$ cat src/core/exc_defs.svh
`ifndef EXC_DEFS_SVH
`define EXC_DEFS_SVH

// Reset sequence and interrupt timing, in CLK cycles
`define RESET_SEQ_CYCLES     4'h7
`define NMI_BLIND_CYCLES     4'h2
`define NMI_EARLY_CYCLES     4'h9
// Vector numbers and addresses
`define NMI_TYPE             8'h02
`define RESET_START_ADDR     20'hFFFF0
`define VECTOR_SHIFT         2
// Last T state of a four-T-state bus cycle, counted from 0
`define T_STATES             2'h3
// Cycle status codes, cycle_status_2..0
`define STATUS_ACK           3'h0
`define STATUS_HALT          3'h3
`define STATUS_PASSIVE       3'h7

`endif

$ cat src/core/exc_pkg.sv
package exc_pkg;
   typedef enum logic [2:0] {
      ST_RESET,
      ST_INIT,
      ST_RUN,
      ST_ACK1,
      ST_ACK2,
      ST_VECTOR,
      ST_HALT
   } exc_state_t;
endpackage

$ cat src/core/nmi_edge_latch.sv
`timescale 1ns/1ns
`include "exc_defs.svh"

// Holds a pending non-maskable request from a rising edge until it is taken.
module nmi_edge_latch
(
   input  wire logic clk,
   input  wire logic rst,
   input  wire logic nmi_in,
   input  wire logic armed,
   input  wire logic take,
   output logic      pending
);
   typedef struct packed {
      logic prev;
      logic pend;
   } latch_st_t;

   latch_st_t s_r;
   latch_st_t s_nxt;
   logic      rise;

   assign rise    = nmi_in && !s_r.prev;
   assign pending = s_r.pend;

   always_comb
   begin
      s_nxt      = s_r;
      s_nxt.prev = nmi_in;
      if (take)
      begin
         s_nxt.pend = 1'b0;
      end
      // latch an armed rising edge; an edge in the same cycle as take wins
      if (rise && armed)
      begin
         s_nxt.pend = 1'b1;
      end
   end

   always_ff @(posedge clk or posedge rst)
   begin
      if (rst)
      begin
         s_r <= '0;
      end
      else
      begin
         s_r <= s_nxt;
      end
   end
endmodule

$ cat src/core/exc_unit.sv
`timescale 1ns/1ns
`include "exc_defs.svh"

// Behaviour
// - While reset is high all operation stops and the unit stays dormant.
// - Reset fall starts a seven-clock sequence, then fetch at FFFF0.
// - Non-maskable input ignored before second clock after reset ends.
// - Vector table of 256 four-byte entries at 0 to 3FF, by type.
// - Response saves flags, code segment and pointer; return restores them.
// - Non-maskable input is rising-edge, beats maskable, yields type 2.
// - Non-maskable edge latched, serviced at instruction or block-move end.
// - Another edge after service start causes another response.
// - Maskable request is level, gated by enable flag, sampled at each instruction boundary.
// - Enable flag cleared on response; pushed flags show previous value.
// - Maskable response uses two acknowledge cycles; lock from T2 to T2 in maximum mode.
// - Hold request during acknowledge waits until second cycle ends.
// - Controller supplies type byte in cycle two; pointer is type times four.
// - Halt in minimum mode gives one latch pulse without strobes.
// - Hold during halt does not end it; halt indication reissued after.
// - Halt left only on non-maskable, enabled maskable request, or reset.
// - Lock low the clock after prefix decode, high after last bus cycle.
// - Request/grant during lock is recorded and granted after lock ends.
// - Maximum mode halt status is low, high, high on the status lines.
module exc_unit
(
   input  wire logic        CLK,
   input  wire logic        RST,
   input  wire logic        NMI,
   input  wire logic        MASKABLE_IRQ_REQ,
   input  wire logic        MODE_STRAP,
   input  wire logic        INSTR_BOUNDARY,
   input  wire logic        HALT_INSTR,
   input  wire logic        LOCK_PREFIX,
   input  wire logic        LOCKED_LAST_CYCLE,
   input  wire logic        HOLD_REQ,
   input  wire logic        REQUEST_GRANT_PIN,
   input  wire logic        INTERRUPT_RETURN_INSTR,
   input  wire logic        SET_IF,
   input  wire logic        CLR_IF,
   input  wire logic [7:0]  DATA_IN,
   output logic             RUN_EN,
   output logic             START_FETCH,
   output logic [19:0]      FETCH_ADDR,
   output logic             IRQ_ACK_STROBE_N,
   output logic             LOCK_N,
   output logic             ALE,
   output logic [2:0]       CYCLE_STATUS,
   output logic             HOLD_ACK,
   output logic             GRANT,
   output logic             SERVICE_START,
   output logic [7:0]       VECTOR_TYPE,
   output logic [9:0]       VECTOR_PTR,
   output logic             PUSH_CONTEXT,
   output logic             POP_CONTEXT,
   output logic             FLAGS_IF_SAVED,
   output logic             IF_FLAG,
   output logic             HALTED
);
   // ------------------------------------------------------------
   // State
   // ------------------------------------------------------------
   typedef struct packed {
      exc_pkg::exc_state_t st;
      logic [3:0]  cnt;
      logic [1:0]  tst;
      logic        armed;
      logic        early;
      logic        if_f;
      logic        lock_pre;
      logic        rqgt_pend;
      logic        halt_shown;
      logic        max_mode;
      logic        run_en;
      logic        start_fetch;
      logic [19:0] fetch_addr;
      logic        ack_n;
      logic        lock_n;
      logic        ale;
      logic [2:0]  status;
      logic        hold_ack;
      logic        grant;
      logic        svc;
      logic [7:0]  vtype;
      logic [9:0]  vptr;
      logic        push;
      logic        pop;
      logic        saved_if;
      logic        halted;
   } exc_st_t;

   exc_st_t s_r;
   exc_st_t s_nxt;
   logic    nmi_pend;
   logic    nmi_take;
   logic    in_ack;

   // Pointer into the vector table: type times four
   function automatic logic [9:0] vec_ptr(input logic [7:0] t);
      vec_ptr = {t, 2'b00};
   endfunction

   assign in_ack = (s_r.st == exc_pkg::ST_ACK1) || (s_r.st == exc_pkg::ST_ACK2);

   // edges only latched once the blind window has passed
   nmi_edge_latch u_nmi
   (
      .clk     (CLK),
      .rst     (RST),
      .nmi_in  (NMI),
      .armed   (s_r.armed),
      .take    (nmi_take),
      .pending (nmi_pend)
   );

   // ------------------------------------------------------------
   // Next state
   // ------------------------------------------------------------
   always_comb
   begin
      s_nxt             = s_r;
      nmi_take          = 1'b0;
      s_nxt.start_fetch = 1'b0;
      s_nxt.ale         = 1'b0;
      s_nxt.svc         = 1'b0;
      s_nxt.push        = 1'b0;
      s_nxt.pop         = 1'b0;
      s_nxt.tst         = s_r.tst + 2'h1;
      if (SET_IF)
      begin
         s_nxt.if_f = 1'b1;
      end
      if (CLR_IF)
      begin
         s_nxt.if_f = 1'b0;
      end
      if (INTERRUPT_RETURN_INSTR && s_r.run_en)
      begin
         s_nxt.pop  = 1'b1;
         s_nxt.if_f = s_r.saved_if;
      end
      // lock follows the prefix, ends with its last cycle
      if (LOCK_PREFIX && s_r.run_en)
      begin
         s_nxt.lock_pre = 1'b1;
      end
      else if (LOCKED_LAST_CYCLE)
      begin
         s_nxt.lock_pre = 1'b0;
      end
      // record request/grant while locked, grant after release
      if (REQUEST_GRANT_PIN)
      begin
         s_nxt.rqgt_pend = 1'b1;
      end
      s_nxt.grant = 1'b0;
      if (s_r.rqgt_pend && s_r.lock_n && !s_r.lock_pre && !in_ack)
      begin
         s_nxt.grant     = 1'b1;
         s_nxt.rqgt_pend = REQUEST_GRANT_PIN;
      end
      s_nxt.hold_ack = HOLD_REQ && !in_ack && s_r.lock_n && s_r.st != exc_pkg::ST_RESET
                       && s_r.st != exc_pkg::ST_INIT;
      s_nxt.lock_n = !(s_r.lock_pre || (LOCK_PREFIX && s_r.run_en));
      if (s_r.cnt != 4'h0)
      begin
         s_nxt.cnt = s_r.cnt - 4'h1;
      end
      case (s_r.st)
         exc_pkg::ST_RESET:
         begin
            s_nxt.st  = exc_pkg::ST_INIT;
            s_nxt.cnt = `RESET_SEQ_CYCLES;
            s_nxt.max_mode = !MODE_STRAP;
         end
         exc_pkg::ST_INIT:
         begin
            if (s_r.cnt == 4'h1)
            begin
               s_nxt.st          = exc_pkg::ST_RUN;
               s_nxt.run_en      = 1'b1;
               s_nxt.start_fetch = 1'b1;
               s_nxt.fetch_addr  = `RESET_START_ADDR;
            end
         end
         exc_pkg::ST_RUN:
         begin
            if (INSTR_BOUNDARY && nmi_pend)
            begin
               nmi_take         = 1'b1;
               s_nxt.svc        = 1'b1;
               s_nxt.vtype      = `NMI_TYPE;
               s_nxt.vptr       = vec_ptr(`NMI_TYPE);
               s_nxt.push       = 1'b1;
               s_nxt.saved_if   = s_r.if_f;
               s_nxt.if_f       = 1'b0;
            end
            else if (INSTR_BOUNDARY && MASKABLE_IRQ_REQ && s_r.if_f)
            begin
               s_nxt.st       = exc_pkg::ST_ACK1;
               s_nxt.run_en   = 1'b0;
               s_nxt.tst      = 2'h0;
               s_nxt.saved_if = s_r.if_f;
               s_nxt.if_f     = 1'b0;
               s_nxt.ale      = 1'b1;
               s_nxt.status   = s_r.max_mode ? `STATUS_ACK : `STATUS_PASSIVE;
            end
            else if (HALT_INSTR)
            begin
               s_nxt.st         = exc_pkg::ST_HALT;
               s_nxt.run_en     = 1'b0;
               s_nxt.halt_shown = 1'b0;
            end
         end
         // two back-to-back acknowledge cycles, lock T2 to T2 in maximum mode
         exc_pkg::ST_ACK1:
         begin
            s_nxt.ack_n = !(s_r.tst == 2'h0 || s_r.tst == 2'h1);
            if (s_r.tst == 2'h0 && s_r.max_mode)
            begin
               s_nxt.lock_n = 1'b0;
            end
            else if (s_r.max_mode)
            begin
               s_nxt.lock_n = 1'b0;
            end
            if (s_r.tst == `T_STATES)
            begin
               s_nxt.st  = exc_pkg::ST_ACK2;
               s_nxt.ale = 1'b1;
            end
         end
         exc_pkg::ST_ACK2:
         begin
            s_nxt.ack_n = !(s_r.tst == 2'h0 || s_r.tst == 2'h1);
            s_nxt.lock_n = !(s_r.max_mode && s_r.tst == 2'h3);
            // type byte read in second cycle, times four
            if (s_r.tst == 2'h2)
            begin
               s_nxt.vtype = DATA_IN;
               s_nxt.vptr  = vec_ptr(DATA_IN);
            end
            if (s_r.tst == `T_STATES)
            begin
               s_nxt.st     = exc_pkg::ST_VECTOR;
               s_nxt.lock_n = 1'b1;
               s_nxt.status = `STATUS_PASSIVE;
            end
         end
         exc_pkg::ST_VECTOR:
         begin
            s_nxt.st     = exc_pkg::ST_RUN;
            s_nxt.run_en = 1'b1;
            s_nxt.svc    = 1'b1;
            s_nxt.push   = 1'b1;
         end
         exc_pkg::ST_HALT:
         begin
            if (!s_r.halt_shown && !HOLD_REQ)
            begin
               s_nxt.halt_shown = 1'b1;
               s_nxt.ale    = !s_r.max_mode;
               s_nxt.status = s_r.max_mode ? `STATUS_HALT : `STATUS_PASSIVE;
            end
            else if (HOLD_REQ)
            begin
               s_nxt.halt_shown = 1'b0;
               s_nxt.status     = `STATUS_PASSIVE;
            end
            else
            begin
               s_nxt.status = `STATUS_PASSIVE;
            end
            if (nmi_pend || (MASKABLE_IRQ_REQ && s_r.if_f))
            begin
               s_nxt.st     = exc_pkg::ST_RUN;
               s_nxt.run_en = 1'b1;
               s_nxt.status = `STATUS_PASSIVE;
            end
         end
         default:
         begin
            s_nxt.st = exc_pkg::ST_RESET;
         end
      endcase
      // blind two clocks, early flag held only through init
      if (s_r.st == exc_pkg::ST_INIT && s_r.cnt == `RESET_SEQ_CYCLES - `NMI_BLIND_CYCLES + 4'h1)
      begin
         s_nxt.armed = 1'b1;
      end
      s_nxt.early = (s_r.st == exc_pkg::ST_INIT) || (s_r.st == exc_pkg::ST_RUN &&
                    s_r.early && s_r.cnt != 4'h0);
      // Halt flag registered so the pin does not hang off the state decode
      s_nxt.halted = (s_nxt.st == exc_pkg::ST_HALT);
   end

   // ------------------------------------------------------------
   // Registers
   // ------------------------------------------------------------
   // reset holds everything dormant
   always_ff @(posedge CLK or posedge RST)
   begin
      if (RST)
      begin
         s_r        <= '0;
         s_r.st     <= exc_pkg::ST_RESET;
         s_r.ack_n  <= 1'b1;
         s_r.lock_n <= 1'b1;
         s_r.status <= `STATUS_PASSIVE;
      end
      else
      begin
         s_r <= s_nxt;
      end
   end

   assign RUN_EN           = s_r.run_en;
   assign START_FETCH      = s_r.start_fetch;
   assign FETCH_ADDR       = s_r.fetch_addr;
   assign IRQ_ACK_STROBE_N = s_r.ack_n;
   assign LOCK_N           = s_r.lock_n;
   assign ALE              = s_r.ale;
   assign CYCLE_STATUS     = s_r.status;
   assign HOLD_ACK         = s_r.hold_ack;
   assign GRANT            = s_r.grant;
   assign SERVICE_START    = s_r.svc;
   assign VECTOR_TYPE      = s_r.vtype;
   assign VECTOR_PTR       = s_r.vptr;
   assign PUSH_CONTEXT     = s_r.push;
   assign POP_CONTEXT      = s_r.pop;
   assign FLAGS_IF_SAVED   = s_r.saved_if;
   assign IF_FLAG          = s_r.if_f;
   assign HALTED           = s_r.halted;

   // ------------------------------------------------------------
   // Checks
   // ------------------------------------------------------------
   property p_vec;
      @(posedge CLK) disable iff (RST) SERVICE_START |-> VECTOR_PTR == {VECTOR_TYPE, 2'b00};
   endproperty
   a_vec: assert property (p_vec) else $error("vector pointer not type times four");

   property p_run_after_reset;
      @(posedge CLK) $fell(RST) |-> !RUN_EN [*8] ##1 RUN_EN && FETCH_ADDR == 20'hFFFF0;
   endproperty
   a_run_after_reset: assert property (p_run_after_reset) else $error("reset sequence length wrong");

   property p_if_clear;
      @(posedge CLK) disable iff (RST) PUSH_CONTEXT && !POP_CONTEXT |-> !IF_FLAG;
   endproperty
   a_if_clear: assert property (p_if_clear) else $error("enable flag not cleared on response");

   property p_no_hold_ack;
      @(posedge CLK) disable iff (RST) !IRQ_ACK_STROBE_N |-> !HOLD_ACK;
   endproperty
   a_no_hold_ack: assert property (p_no_hold_ack) else $error("hold granted in acknowledge");

   property p_grant_lock;
      @(posedge CLK) disable iff (RST) GRANT |-> $past(LOCK_N);
   endproperty
   a_grant_lock: assert property (p_grant_lock) else $error("grant while locked");

   property p_halt_exit;
      @(posedge CLK) disable iff (RST) HALTED && !IF_FLAG && !u_nmi.pending |=> HALTED;
   endproperty
   a_halt_exit: assert property (p_halt_exit) else $error("halt left without cause");

   property p_nmi_type;
      @(posedge CLK) disable iff (RST) $rose(SERVICE_START) && s_r.st == exc_pkg::ST_RUN
         && $past(s_r.st) == exc_pkg::ST_RUN |-> VECTOR_TYPE == 8'h02;
   endproperty
   a_nmi_type: assert property (p_nmi_type) else $error("non-maskable type not 2");

   property p_lock_prefix;
      @(posedge CLK) disable iff (RST) LOCK_PREFIX && RUN_EN |=> !LOCK_N;
   endproperty
   a_lock_prefix: assert property (p_lock_prefix) else $error("lock not asserted after prefix");

   property p_halt_status;
      @(posedge CLK) disable iff (RST) CYCLE_STATUS == 3'h3 |-> HALTED;
   endproperty
   a_halt_status: assert property (p_halt_status) else $error("halt status outside halt");

   c_ack:  cover property (@(posedge CLK) disable iff (RST) $fell(IRQ_ACK_STROBE_N));
   c_halt: cover property (@(posedge CLK) disable iff (RST) $rose(HALTED));
   c_nmi:  cover property (@(posedge CLK) disable iff (RST) SERVICE_START && VECTOR_TYPE == 8'h02);
   c_grnt: cover property (@(posedge CLK) disable iff (RST) GRANT);
endmodule

$ cat config.mk
export PLATFORM = sky130hd
export DESIGN_NAME = exc_unit
export DESIGN_NICKNAME = d
export VERILOG_FILES = /design/src/core/exc_pkg.sv /design/src/core/nmi_edge_latch.sv /design/src/core/exc_unit.sv
export VERILOG_INCLUDE_DIRS = /design/src /design/src/core
export SDC_FILE = /design/constraint.sdc
export NUM_CORES = 1
export LEC_CHECK = 0
export BUFFER_PORTS_ARGS = -buffer_cell sky130_fd_sc_hd__buf_2
export CAP_MARGIN = 20
export CORE_UTILIZATION = 45
export CTS_CLUSTER_SIZE = 14
export DETAILED_ROUTE_END_ITERATION = 8
export HOLD_SLACK_MARGIN = 0.03
export MAX_ROUTING_LAYER = met4
export PLACE_DENSITY = 0.72
export SYNTH_ARGS = -nofsm -noshare
export SYNTH_HDL_FRONTEND = slang
export SYNTH_SLANG_ARGS = --single-unit
export TNS_END_PERCENT = 20
$ cat constraint.sdc
create_clock -name CLK -period 2.5 [get_ports CLK]
set_input_delay 0.5 -clock CLK [delete_from_list [all_inputs] [get_ports CLK]]
set_output_delay 0.5 -clock CLK [all_outputs]
set_load 0.05 [all_outputs]
# After elaboration in Yosys (flattened, before gate mapping)
# Cells that the tools add are included.
dict set report word_totals {
  reg_bits 51
  word_cells 169
}
dict set report op_classes {
  addsub 2
  n_eq_ne 24
  mux 63
  n_reduce_logical 53
}
# operator n
set op_table {}
lappend op_table {{$mux W3} 12}
lappend op_table {{$pmux W18 S2} 1}
lappend op_table {{$mux W1} 31}
lappend op_table {{$mux W22} 1}
lappend op_table {{$mux W21} 1}
lappend op_table {{$pmux W3 S7} 1}
lappend op_table {{$mux W20} 1}
lappend op_table {{$logic_and A1 B1 Y1} 19}
lappend op_table {{$mux W18} 1}
lappend op_table {{$mux W4} 4}
lappend op_table {{$reduce_bool A2 Y1} 8}
lappend op_table {{$ne A2 B2 Y1 const B} 7}
lappend op_table {{$eq A3 B3 Y1 const B} 4}
lappend op_table {{$logic_not A1 Y1} 10}
lappend op_table {{$reduce_and A5 Y1} 2}
lappend op_table {{$pmux W3 S3} 1}
lappend op_table {{$reduce_bool A4 Y1} 2}
lappend op_table {{$eq A3 B2 Y1 const B} 2}
lappend op_table {{$mux W2} 3}
lappend op_table {{$ne A3 B3 Y1 const B} 2}
lappend op_table {{$pmux W1 S2} 3}
lappend op_table {{$reduce_bool A3 Y1} 2}
lappend op_table {{$eq A2 B2 Y1 const B} 2}
lappend op_table {{$eq A4 B1 Y1 const B} 1}
lappend op_table {{16 further kinds} 21}

# Depth between registers and ports, before layout
# Gate-level depths: netlist of the first run.
dict set report depth {
  depth_word 7
  depth_mapped 7
  depth_no_buf 6
}

# Modules after synthesis
# A second synthesis of the first run with hierarchy kept.
dict set report unflattened {
  cells_unflattened 243
  hier_area_um2 2302.2
}
# mod instances cells_each area_each_um2 seq_area_each_um2
set modules_own_cells {}
lappend modules_own_cells {exc_unit 1 237 2228.4 930.9}
lappend modules_own_cells {nmi_edge_latch 1 6 73.8 50.0}

# Worst setup path before layout of the first run
# No wires, ideal clock.
dict set report synth_path {
  kind {register -> register}
  startpoint {register s_r (netlist bit IF_FLAG)}
  endpoint {register s_r (netlist bit HALTED)}
  setup_time_ns 0.121
  arrival_ns 1.779
  t_required_ns 2.379
  setup_slack_ns 0.600
  path_stages_with_launch 5
  path_cell_list {dfrtp_1 > a21o_1 > a221o_1 > a2111o_1 > and4bb_1}
}
# element line
set synth_rtl {}
lappend synth_rtl {{from (decl)} exc_unit.sv:91} ;# exc_st_t s_r;
lappend synth_rtl {{from (signal assigned)} exc_unit.sv:312} ;# s_r <= s_nxt;

==> results of run 1 <==
## per-layer routing
layer	global-route usage, %	share of wire, %	vias to the layer above
met5	-	0	-
met4	6.536	0.81	0
met3	5.110	4.3	4
met2	26.65	50	42
met1	25.07	45	800
li1	-	-	841
## cells by family after synthesis
| logic type | Yosys count | synth area share, % |
|---|---|---|
| and+or+nand+nor | 75 | 16.69 |
| adders and majority gates | 12 | 6.586 |
| buffers and inverters | 62 | 17.51 |
| xor gates and xnor gates | 1 | 0.3843 |
| muxes | 4 | 1.976 |
| DFF | 39 | 43.03 |
| AOI/OAI and AO/OA | 47 | 13.67 |
| other | 1 | 0.1645 |
## worst reg2reg max path, cell delays in order, from the launching register on
cell and delay [ns]:
dfrtp_1 0.43, inv_1 0.12, ha_1 0.42, nand3b_1 0.25, or3_1 0.46, nand3_1 0.11
and4bb_1 0.20
## path summary, 6_finish.rpt
check | from | to | depth (start not counted)
setup / recovery | s_r[66] | HALTED | 6
hold / removal | RST | POP_CONTEXT | 3
setup reg to reg | s_r[66] | HALTED | 6
hold reg to reg | u_nmi.s_r[1] | u_nmi.pending | 1
max in group asynchronous | RST | LOCK_N | 3
min in group CLK | NMI | u_nmi.s_r[1] | 1
## cell type report
class	instances	area, um2	share of cell area, %
Inverter	13	48.80	1.944
Sequential cell	39	980.9	39.08
Clock inverter	2	35.03	1.396
Timing Repair Buffer	71	360.3	14.36
Clock buffer	6	82.58	3.290
Tap cell	67	83.83	3.340
Multi-Input combinational cell	145	918.4	36.59
## cells in the final DEF, fill, tap and decap left out, types with 2 or more instances in the layout
| cell | instances |
|---|---|
| mux2_2 | 4 |
| nor2_1 | 7 |
| nor3_1 | 2 |
| buf_4 | 2 |
| nand2b_1 | 4 |
| o211ai_1 | 2 |
| dfrtp_1 | 35 |
| and3_1 | 2 |
| clkbuf_8 | 6 |
| a21oi_1 | 8 |
| dfstp_2 | 4 |
| or2_2 | 2 |
| or3b_2 | 2 |
| conb_1 | 6 |
| ha_1 | 12 |
| o31ai_1 | 4 |
| o21ai_0 | 16 |
| nand3_1 | 11 |
| a21boi_0 | 3 |
| nand3b_1 | 2 |
| or3_1 | 2 |
| inv_1 | 13 |
| buf_2 | 69 |
| nand4_1 | 2 |
| and4b_1 | 2 |
| nand2_1 | 32 |
| a21bo_2 | 2 |
## stage by stage
stage / cell area (um2) / hold slack [ns] / setup WS, ns
after CTS: 2510 / 0.3267 / 0.3982
final: 2510 / 0.3184 / 0.3771
after floorplan: 2298 / 0.4103 / 0.6003
after global placement: 2392 / 0.4195 / 0.5359
after detailed placement: 2392 / 0.4199 / 0.4730
after global routing: 2510 / 0.3268 / 0.2579
## power by group through the flow
stage	combinational, W	sequential [W]	clock (W)
4_1_cts	0.00200	0.00106	0.000551
2_1_floorplan	0.00171	0.00121	0
3_3_place_gp	0.00198	0.00106	0
3_5_place_dp	0.00199	0.00107	0
6_report	0.00199	0.00106	0.000535
5_1_grt	0.00214	0.00110	0.000575
==> summary.md, run 1 <==
| Metric | Value |
|---|---|
| Clock transition at path regs | `0.07 ns` |
| Sw power | `0.001890 W` |
| Max-cap violations | `0` |
| Routed vias | `1687` |
| Final wirelength | `4441 um` |
| Drt drc | `0` |
| Synth warn | `0` |
| Clock Power Share | `14.9%` |
| First-pass GRT wire length | `7258 um` |
| Post_cts resized | `0` |
| I/O pins | `76` |
| Setup violators final | `0` |
| Combinational Power Share | `55.5%` |
| CTS sink count | `39` |
| CTS tree | `yes` |
| PwrDens | `1427 mW/mm2` |
| Achievable Freq | `471.1 MHz` |
| Max VDD drop | `671.8 uV` |
| Starting Density | `47.63%` |
| Gate Count Post-Synth | `241` |
| Status | `finished clean` |
| Iteration-0 DRC count of the detailed router | `121` |
| WL/cell | `12.95 um` |
| Synth-to-Final Area Change | `10.10%` |
| Internal power | `0.001690 W` |
| Longest Clk Path Bufs | `2` |
| Commonest cells post-synth | `buf_4, dfrtp_1, nand2_1` |
| Cts hold-fix bufs | `0` |
| Max reg flops | `14` |
| Row count | `25` |
| TNS Setup | `0 ns` |
| Core ar. | `0.004786 mm2` |
| Die X | `73.18 um` |
| Detail Placement HPWL | `3233 um` |
| Biggest register | `s_r` |
| Largest area contributor in the netlist | `dfrtp_1` |
| GP Congestion | `0.8728` |
| Vias in the first global route | `1487` |
| Synth Register Bits | `39` |
| Async S/R FF share, synth | `100.0%` |
| R2R Setup Slk | `0.38 ns` |
| Max Transition Viols Final | `0` |
| Die area | `0.005355 mm2` |
| Net count, final | `309` |
| Static Leak | `1.341 nW` |
| Delay-heaviest family, CP | `simple AND/OR/NAND/NOR gates` |
| Unrepaired setup endpoints after global routing | `no` |
| Hold Crit Class | `in -> async` |
| Final critical-path required period | `2.123 ns` |
| Postcts setup bufs | `0` |
| Number of synthesized flops with an enable pin | `0` |
| Slowest cell on crit path | `or3_1` |
| Tcrit/Tclk final | `84.92%` |
| Hold Violations, Final | `0` |
| Clock Tree Root | `clkbuf_8` |
| GRT overflow | `0` |
| Antenna Cells | `0` |
| Setup crit start kind | `flop` |
| Req. time, crit path | `2.67 ns` |
| Clock Skews | `0.005077 ns` |
| CP cell instances | `inv_1 -> ha_1 -> nand3b_1 -> or3_1 -> nand3_1 -> and4bb_1` |
| Avg Cell Area, Syn | `9.459 um2` |
| H-tree depth | `2` |
| Cts bufs inserted | `5` |
| Switching share of power | `52.79%` |
| # placed instances | `335` |
| Sequential element share of the synthesized area | `43.03%` |
| Initial antenna violation count | `0` |
| Top area cells in the synthesized netlist | `dfrtp_1, buf_4, ha_1` |
| Die Ht | `73.18 um` |
| Critical Path AT | `2.30 ns` |
| Element type at the critical path end | `flop` |
| Buffers & Inverters on Critical Path | `1` |
| Max incr delay on CP | `0.46 ns` |
| Finished Layout Cells | `343` |
| Final core utilization | `52.44%` |
| Share of cells above drive strength 1 | `34.06%` |
| Mapped Area | `0.002280 mm2` |
| Via/cell ratio | `4.918` |
| Detailed Routing Iterations Pass 1 | `4` |
| Synth top area share | `38.42%` |
| Post-synth cell types | `46` |
| Clock Latency Late Sink | `0.29 ns` |
| GRT Util Overall | `18.55%` |
| Antenna Nets Post-Route | `0` |
| Synth Flop Type | `dfrtp_1` |
| Largest net degree at the start of global routing | `40` |
| Sequential power share | `29.5%` |
| Top-count cell post-synth | `buf_4` |
| Port bufs | `69` |
| CP Max Fanout | `13` |
| Tot Pwr | `0.003581 W` |
| CP Class | `reg -> reg` |
| Fill cells | `454` |
Note: power is estimated with default switching activity, not from simulation.
==> inputs of run 2 (changes only) <==
--- a/config.mk
+++ b/config.mk
@@ -13,7 +13,7 @@
 export DETAILED_ROUTE_END_ITERATION = 8
 export HOLD_SLACK_MARGIN = 0.03
 export MAX_ROUTING_LAYER = met4
-export PLACE_DENSITY = 0.72
+export PLACE_DENSITY = 0.75
 export SYNTH_ARGS = -nofsm -noshare
 export SYNTH_HDL_FRONTEND = slang
 export SYNTH_SLANG_ARGS = --single-unit
==> constraint.sdc (replaced) <==
create_clock -name CLK -period 1.87 [get_ports CLK]
set_input_delay 0.374 -clock CLK [delete_from_list [all_inputs] [get_ports CLK]]
set_output_delay 0.374 -clock CLK [all_outputs]
set_load 0.05 [all_outputs]
==> run 2 against run 1 <==
Effect of this change: highest routed layer unchanged; non-clock buffer count is 9 higher; wire length is 2.8% higher; worst hold slack worse by 0.13 ns; via count is 1.8% higher; global-route usage is 0.076 points higher; critical path depth is 1 lower; cell count is 2.6% higher.
==> summary.md, run 2 (synthesis gave the netlist of run 1 again) <==
| Metric | Value |
|---|---|
| Max Transition Viols Final | `0 (unchanged)` |
| Via/cell ratio | `4.881 (was 4.918)` |
| Critical Path Sink | `CYCLE_STATUS[1] (was HALTED)` |
| Postcts setup bufs | `0 (unchanged)` |
| Hold Crit Class | `in -> async (unchanged)` |
| Max incr delay on CP | `0.43 ns (was 0.46 ns)` |
| Capturing point of the worst reg2reg path | `CYCLE_STATUS[1] (was HALTED)` |
| Die Ht | `73.18 um (unchanged)` |
| Clock transition at path regs | `0.08 ns (was 0.07 ns)` |
| Biggest register | `s_r (unchanged)` |
| H-tree depth | `2 (unchanged)` |
| Clock Latency Late Sink | `0.29 ns (about the same)` |
| Unrepaired setup endpoints after global routing | `yes (was no)` |
| Max reg flops | `14 (unchanged)` |
| Max VDD drop | `871.3 uV (was 671.8 uV)` |
| First-pass GRT wire length | `7293 um (was 7258 um)` |
| Detail Placement HPWL | `3263 um (was 3233 um)` |
| Element type at the critical path end | `flop (unchanged)` |
| Initial antenna violation count | `0 (unchanged)` |
| Routed vias | `1718 (was 1687)` |
| Final wirelength | `4566 um (was 4441 um)` |
| Net count, final | `318 (was 309)` |
| Worst R2R Start | `s_r[67] (was s_r[66])` |
| Cts bufs inserted | `5 (unchanged)` |
| Drt drc | `0 (unchanged)` |
| R2R Setup Slk | `0.06 ns (was 0.38 ns)` |
| CTS tree | `yes (unchanged)` |
| WL/cell | `12.97 um (was 12.95 um)` |
| Most common cell on crit path | `mux2_2` |
| Slowest cell on crit path | `dfrtp_1 (was or3_1)` |
| CP Max Fanout | `4 (was 13)` |
| Die area | `0.005355 mm2 (unchanged)` |
| Tot Pwr | `0.005058 W (was 0.003581 W)` |
| I/O pins | `76 (unchanged)` |
| Hold slack | `0.1876 ns (was 0.3184 ns)` |
| Setup violators final | `0 (unchanged)` |
| GP Congestion | `0.9225 (was 0.8728)` |
| Internal power | `0.002472 W (was 0.001690 W)` |
| Commonest non-fill, non-tap cell in the layout | `buf_2 (unchanged)` |
| Core ar. | `0.004786 mm2 (unchanged)` |
| Antenna Nets Post-Route | `0 (unchanged)` |
| Static Leak | `1.393 nW (was 1.341 nW)` |
| Die X | `73.18 um (unchanged)` |
| CP cell instances | `inv_1 -> ha_1 -> mux2_2 -> a21oi_1 -> mux2_2 (was inv_1 -> ha_1 -> nand3b_1 -> or3_1 -> nand3_1 -> and4bb_1)` |
| Longest Clk Path Bufs | `2 (unchanged)` |
| Sequential power share | `27.6% (was 29.5%)` |
| CP startpoint | `s_r[67] (was s_r[66])` |
| Starting Density | `47.63% (unchanged)` |
| Largest net degree at the start of global routing | `40 (unchanged)` |
| Max-cap violations | `0 (unchanged)` |
| Switching share of power | `51.13% (was 52.79%)` |
| Final critical-path required period | `1.806 ns (was 2.123 ns)` |
| Commonest non-fill, non-tap cells in the layout | `buf_2, dfrtp_1, nand2_1 (unchanged)` |
| Clock Skews | `0.007026 ns (was 0.005077 ns)` |
| Clock Tree Root | `clkbuf_8 (unchanged)` |
| Antenna Cells | `0 (unchanged)` |
| Setup crit start kind | `flop (unchanged)` |
| Share of cells above drive strength 1 | `36.84% (was 34.06%)` |
| Combinational Power Share | `56.1% (was 55.5%)` |
| Synth-to-Final Area Change | `14.76% (was 10.10%)` |
| Port bufs | `69 (unchanged)` |
| Achievable Freq | `553.7 MHz (was 471.1 MHz)` |
| Tcrit/Tclk final | `96.58% (was 84.92%)` |
| Critical Path AT | `2.02 ns (was 2.30 ns)` |
| Iteration-0 DRC count of the detailed router | `143 (was 121)` |
| Clock Power Share | `16.3% (was 14.9%)` |
| Req. time, crit path | `2.09 ns (was 2.67 ns)` |
| TNS Setup | `0 ns (unchanged)` |
| PwrDens | `1933 mW/mm2 (was 1427 mW/mm2)` |
| CTS sink count | `39 (unchanged)` |
| Sw power | `0.002586 W (was 0.001890 W)` |
| GRT Util Overall | `18.63% (was 18.55%)` |
| GRT overflow | `0 (unchanged)` |
| Fill cells | `457 (was 454)` |
| Hold Violations, Final | `0 (unchanged)` |
| Row count | `25 (unchanged)` |
| Status | `finished clean (unchanged)` |
| Detailed Routing Iterations Pass 1 | `4 (unchanged)` |
| CP Class | `reg -> reg (unchanged)` |
| Vias in the first global route | `1481 (was 1487)` |
| R2R cell count | `5 (was 6)` |
==> run 2: through the flow <==
step	worst slack, ns	instances	utilization (%)	cell area (um2)
2_1_floorplan	0.08093	246	-	2300
3_3_place_gp	0.07054	344	51.69	2474
3_5_place_dp	0.01080	344	51.69	2474
4_1_cts	0.006551	352	54.46	2606
5_1_grt	-0.04783	352	54.67	2616
6_report	0.06387	352	54.67	2616
==> run 2: per-layer routing <==
| layer | part of all wire (%) | wire [um] | GRT usage, % | vias up |
|---|---|---|---|---|
| met5 | 0 | 0 | - | - |
| met4 | 0.37 | 17 | 5.229 | 0 |
| met3 | 5.4 | 246 | 4.972 | 2 |
| met2 | 46 | 2107 | 26.54 | 57 |
| met1 | 48 | 2196 | 25.94 | 802 |
| li1 | - | - | - | 857 |
==> run 2: worst min-delay path by stage <==
stage | endpoint | slack, ns
after detailed placement | u_nmi.pending | 0.46
after global routing | u_nmi.s_r[1] | 0.18
final | u_nmi.s_r[1] | 0.19
after floorplan | u_nmi.s_r[1] | 0.41
after global placement | u_nmi.pending | 0.44
after CTS | u_nmi.s_r[1] | 0.19
==> run 2: timing repair <==
item,4_1_cts,5_1_grt
hold buffers,0,0
endpoints found under the setup margin,0,5
resized for setup,0,3
==> run 2: critical path, delay by kind of cell (launching register included) <==
family | cells | cell delay, ns
fa+ha+maj | 1 | 0.23
compound gates | 1 | 0.25
flops | 1 | 0.43
buf+inv | 1 | 0.12
mux | 2 | 0.72
==> run 2: power by group through the flow <==
stage	Clock (W)	Sequential, W	Combinational, W
3_3_place_gp	0	0.00140	0.00281
5_1_grt	0.000887	0.00145	0.00304
6_report	0.000823	0.00140	0.00284
2_1_floorplan	0	0.00162	0.00229
3_5_place_dp	0	0.00141	0.00281
4_1_cts	0.000848	0.00139	0.00282
==> run 2: area by class of cell <==
class                           count  area [um2]  share of cell area [%]
Multi-Input combinational cell    145       928.4                   35.49
Timing Repair Buffer               80       440.4                   16.83
Sequential cell                    39       982.2                   37.54
Tap cell                           67       83.83                   3.204
Inverter                           13       48.80                   1.865
Clock buffer                        6       72.57                   2.774
Clock inverter                      2       60.06                   2.296
==> inputs of run 3 (changes only) <==
--- a/config.mk
+++ b/config.mk
@@ -16,5 +16,6 @@
 export PLACE_DENSITY = 0.75
 export SYNTH_ARGS = -nofsm -noshare
 export SYNTH_HDL_FRONTEND = slang
+export SYNTH_HIERARCHICAL = 1
 export SYNTH_SLANG_ARGS = --single-unit
 export TNS_END_PERCENT = 20
==> run 3 against run 2 <==
Effect of this change: synthesized area increased by 0.99%; die area up 0.96%; combinational power fell by 21%; critical path type unchanged.
==> summary.md, run 3 <==
| Metric | Value |
|---|---|
| Final critical-path required period | `1.752 ns (was 1.806 ns)` |
| I/O pins | `76 (unchanged)` |
| CTS tree | `yes (unchanged)` |
| Synth Area in Adders | `6.522% (was 6.586%)` |
| Main combinational cell family by area after synthesis | `buffers and inverters (unchanged)` |
| XOR/XNOR Fraction of Synth Area | `0.3804% (was 0.3842%)` |
| GP Congestion | `0.8981 (was 0.9225)` |
| Cts bufs inserted | `5 (unchanged)` |
| Clock Tree Root | `clkbuf_8 (unchanged)` |
| Clock transition at path regs | `0.08 ns (about the same)` |
| Met1 wire length | `1967 um (was 2196 um)` |
| Post-synth cell types | `51 (was 46)` |
| Detailed Routing Iterations Pass 1 | `4 (unchanged)` |
| Endpoint, Worst Hold | `u_nmi/s_r[1]` |
| Final wirelength | `4409 um (was 4566 um)` |
| TNS Setup | `0 ns (unchanged)` |
| Gate Count Post-Synth | `243 (was 241)` |
| Starting Density | `47.79% (was 47.63%)` |
| Static Leak | `1.351 nW (was 1.393 nW)` |
| Detail Placement HPWL | `3419 um (was 3263 um)` |
| Die area | `0.005406 mm2 (was 0.005355 mm2)` |
| Unrepaired setup endpoints after global routing | `no (was yes)` |
| Routed wl met3 | `209 um (was 246 um)` |
| Cell depth of the worst min-delay path | `1` |
| Element type at the critical path end | `flop (unchanged)` |
| Top layer in use | `met4 (unchanged)` |
| PwrDens | `1644 mW/mm2 (was 1933 mW/mm2)` |
| Critical Path AT | `1.96 ns (was 2.02 ns)` |
| Antenna Cells | `0 (unchanged)` |
| Net count, final | `319 (was 318)` |
| WL/cell | `12.49 um (was 12.97 um)` |
| Post-Synth Simple-Gate Area | `13.75% (was 16.68%)` |
| First-pass GRT wire length | `7155 um (was 7293 um)` |
| GRT overflow | `0 (unchanged)` |
| Capturing point of the worst reg2reg path | `HALTED (was CYCLE_STATUS[1])` |
| Share of cells above drive strength 1 | `36.71% (was 36.84%)` |
| Final WS setup | `0.1184 ns (was 0.06387 ns)` |
| Mapped Area | `0.002302 mm2 (was 0.002280 mm2)` |
| Antenna Nets Post-Route | `0 (unchanged)` |
| Synth Register Bits | `39 (unchanged)` |
| Worst slack, placed | `0.09063 ns (was 0.01080 ns)` |
| Number of synthesized flops with an enable pin | `0 (unchanged)` |
| Port bufs | `69 (unchanged)` |
| Iteration-0 DRC count of the detailed router | `86 (was 143)` |
| Vias in the first global route | `1615 (was 1481)` |
| Core ar. | `0.004817 mm2 (was 0.004786 mm2)` |
| R2R Setup Slk | `0.12 ns (was 0.06 ns)` |
| Synth-to-Final Area Change | `13.59% (was 14.76%)` |
| Largest area contributor in the netlist | `dfrtp_1 (unchanged)` |
| Setup crit start kind | `flop (unchanged)` |
| CP Class | `reg -> reg (unchanged)` |
| GRT Util Overall | `17.90% (was 18.63%)` |
| Commonest non-fill, non-tap cells in the layout | `buf_2, dfrtp_1, nand2_1 (unchanged)` |
| Row count | `25 (unchanged)` |
| Top area cells in the synthesized netlist | `dfrtp_1, buf_4, ha_1 (unchanged)` |
| Sequential element share of the synthesized area | `42.61% (was 43.03%)` |
| Async S/R FF share, synth | `100.0% (unchanged)` |
| Die Ht | `73.53 um (was 73.18 um)` |
| CTS sink count | `39 (unchanged)` |
| Max Transition Viols Final | `0 (unchanged)` |
| Top-count cell post-synth | `buf_4 (unchanged)` |
| Synth warn | `6 (was 0)` |
| Max-cap violations | `0 (unchanged)` |
| Post-synthesis mux area share | `1.957% (was 1.976%)` |
| H-tree depth | `2 (unchanged)` |
| CP Max Fanout | `5 (was 4)` |
| Hold Violations, Final | `0 (unchanged)` |
| Metal2 WL | `2160 um (was 2107 um)` |
| Commonest non-fill, non-tap cell in the layout | `buf_2 (unchanged)` |
| Routed vias | `1705 (was 1718)` |
| Postcts setup bufs | `0 (unchanged)` |
| Commonest cells post-synth | `buf_4, dfrtp_1, nand2_1 (unchanged)` |
| Worst R2R Start | `s_r[63] (was s_r[67])` |
| R2R cell count | `6 (was 5)` |
| Via/cell ratio | `4.830 (was 4.881)` |
| Max reg flops | `14 (unchanged)` |
| Achievable Freq | `570.9 MHz (was 553.7 MHz)` |
| Die X | `73.53 um (was 73.18 um)` |
| Status | `finished clean (unchanged)` |
| Hold Crit Class | `in -> reg (was in -> async)` |
| Setup violators final | `0 (unchanged)` |
| Biggest register | `s_r (unchanged)` |
| Req. time, crit path | `2.08 ns (was 2.09 ns)` |
| Synth Area in Compound Gates | `16.36% (was 13.67%)` |
| Initial antenna violation count | `0 (unchanged)` |
| Tcrit/Tclk final | `93.67% (was 96.58%)` |
| Drt drc | `0 (unchanged)` |
| Avg Cell Area, Syn | `9.474 um2 (was 9.459 um2)` |
| Clock Latency Late Sink | `0.29 ns (about the same)` |
| Synth Flop Type | `dfrtp_1 (unchanged)` |
| Largest net degree at the start of global routing | `30 (was 40)` |
| Synth top area share | `38.04% (was 38.42%)` |
| Worst Hold Launch | `NMI` |
| Clock Skews | `0.006756 ns (was 0.007026 ns)` |
| Longest Clk Path Bufs | `2 (unchanged)` |
| Max VDD drop | `678.7 uV (was 871.3 uV)` |
## run 3: routing by layer
layer	vias to the layer above	global-route usage, %
li1	849	-
met1	787	21.82
met2	62	29.36
met3	7	2.469
met4	0	8.333
met5	-	-
## run 3: power by group
part	leakage [nW]	switching, W	internal [W]
clock	0.0612	0.000287	0.000432
sequential	0.474	0.000204	0.00114
combinational	0.816	0.00158	0.000657
total	1.35	0.00207	0.00223
## run 3: stage by stage
stage                     std cells  hold WS [ns]  instance area (um2)  util, %  power [W]
after floorplan                 248        0.1152                 2321        -   0.003288
after global placement          344        0.2400                 2485    51.58   0.003535
after detailed placement        344        0.2405                 2485    51.58   0.003594
after CTS                       353        0.1960                 2613    54.23   0.004322
after global routing            353        0.2075                 2615    54.29   0.004559
final                           353        0.2013                 2615    54.29   0.004298
## run 3: critical path, stage by stage (launching register included)
cell	delay, ns
dfrtp_1	0.40
inv_1	0.11
ha_1	0.14
or3b_4	0.40
a221oi_2	0.30
o2111ai_2	0.15
a211oi_2	0.17
## run 3: kinds of logic after synthesis
logic type,after synthesis
AND/OR/NAND/NOR,65
AO/OA/AOI/OAI,53
buffers and inverters,68
other,1
flip-flops,39
adder cells (fa/ha/maj),12
multiplexers,4
XOR/XNOR,1
## run 3: worst max path at each step
| stage | endpoint | depth (start not counted) | startpoint | slack (ns) |
|---|---|---|---|---|
| 6_report | HALTED | 6 | s_r[63] | 0.12 |
| 3_5_place_dp | CYCLE_STATUS[1] | 6 | s_r[66] | 0.09 |
| 5_1_grt | HALTED | 6 | s_r[63] | 0.006 |
| 4_1_cts | CYCLE_STATUS[1] | 6 | s_r[66] | 0.07 |
| 3_3_place_gp | CYCLE_STATUS[1] | 6 | s_r[66] | 0.17 |
| 2_1_floorplan | RUN_EN | 4 | IF_FLAG | 0.14 |
## run 3: layout make-up
| type | instances | area (um2) |
|---|---|---|
| Clock buffer | 6 | 82.58 |
| Inverter | 18 | 67.56 |
| Tap cell | 67 | 83.83 |
| Clock inverter | 2 | 35.03 |
| Fill cell | 458 | 2202 |
| Timing Repair Buffer | 80 | 442.9 |
| Sequential cell | 39 | 980.9 |
| Multi-Input combinational cell | 141 | 922.1 |
## run 3: repair_timing
| item | 4_1_cts | 5_1_grt |
|---|---|---|
| hold buffers | 1 | 0 |
| hold endpoints to repair | 2 | 0 |
| endpoints found under the setup margin | 0 | 1 |
| resized for setup | 0 | 1 |
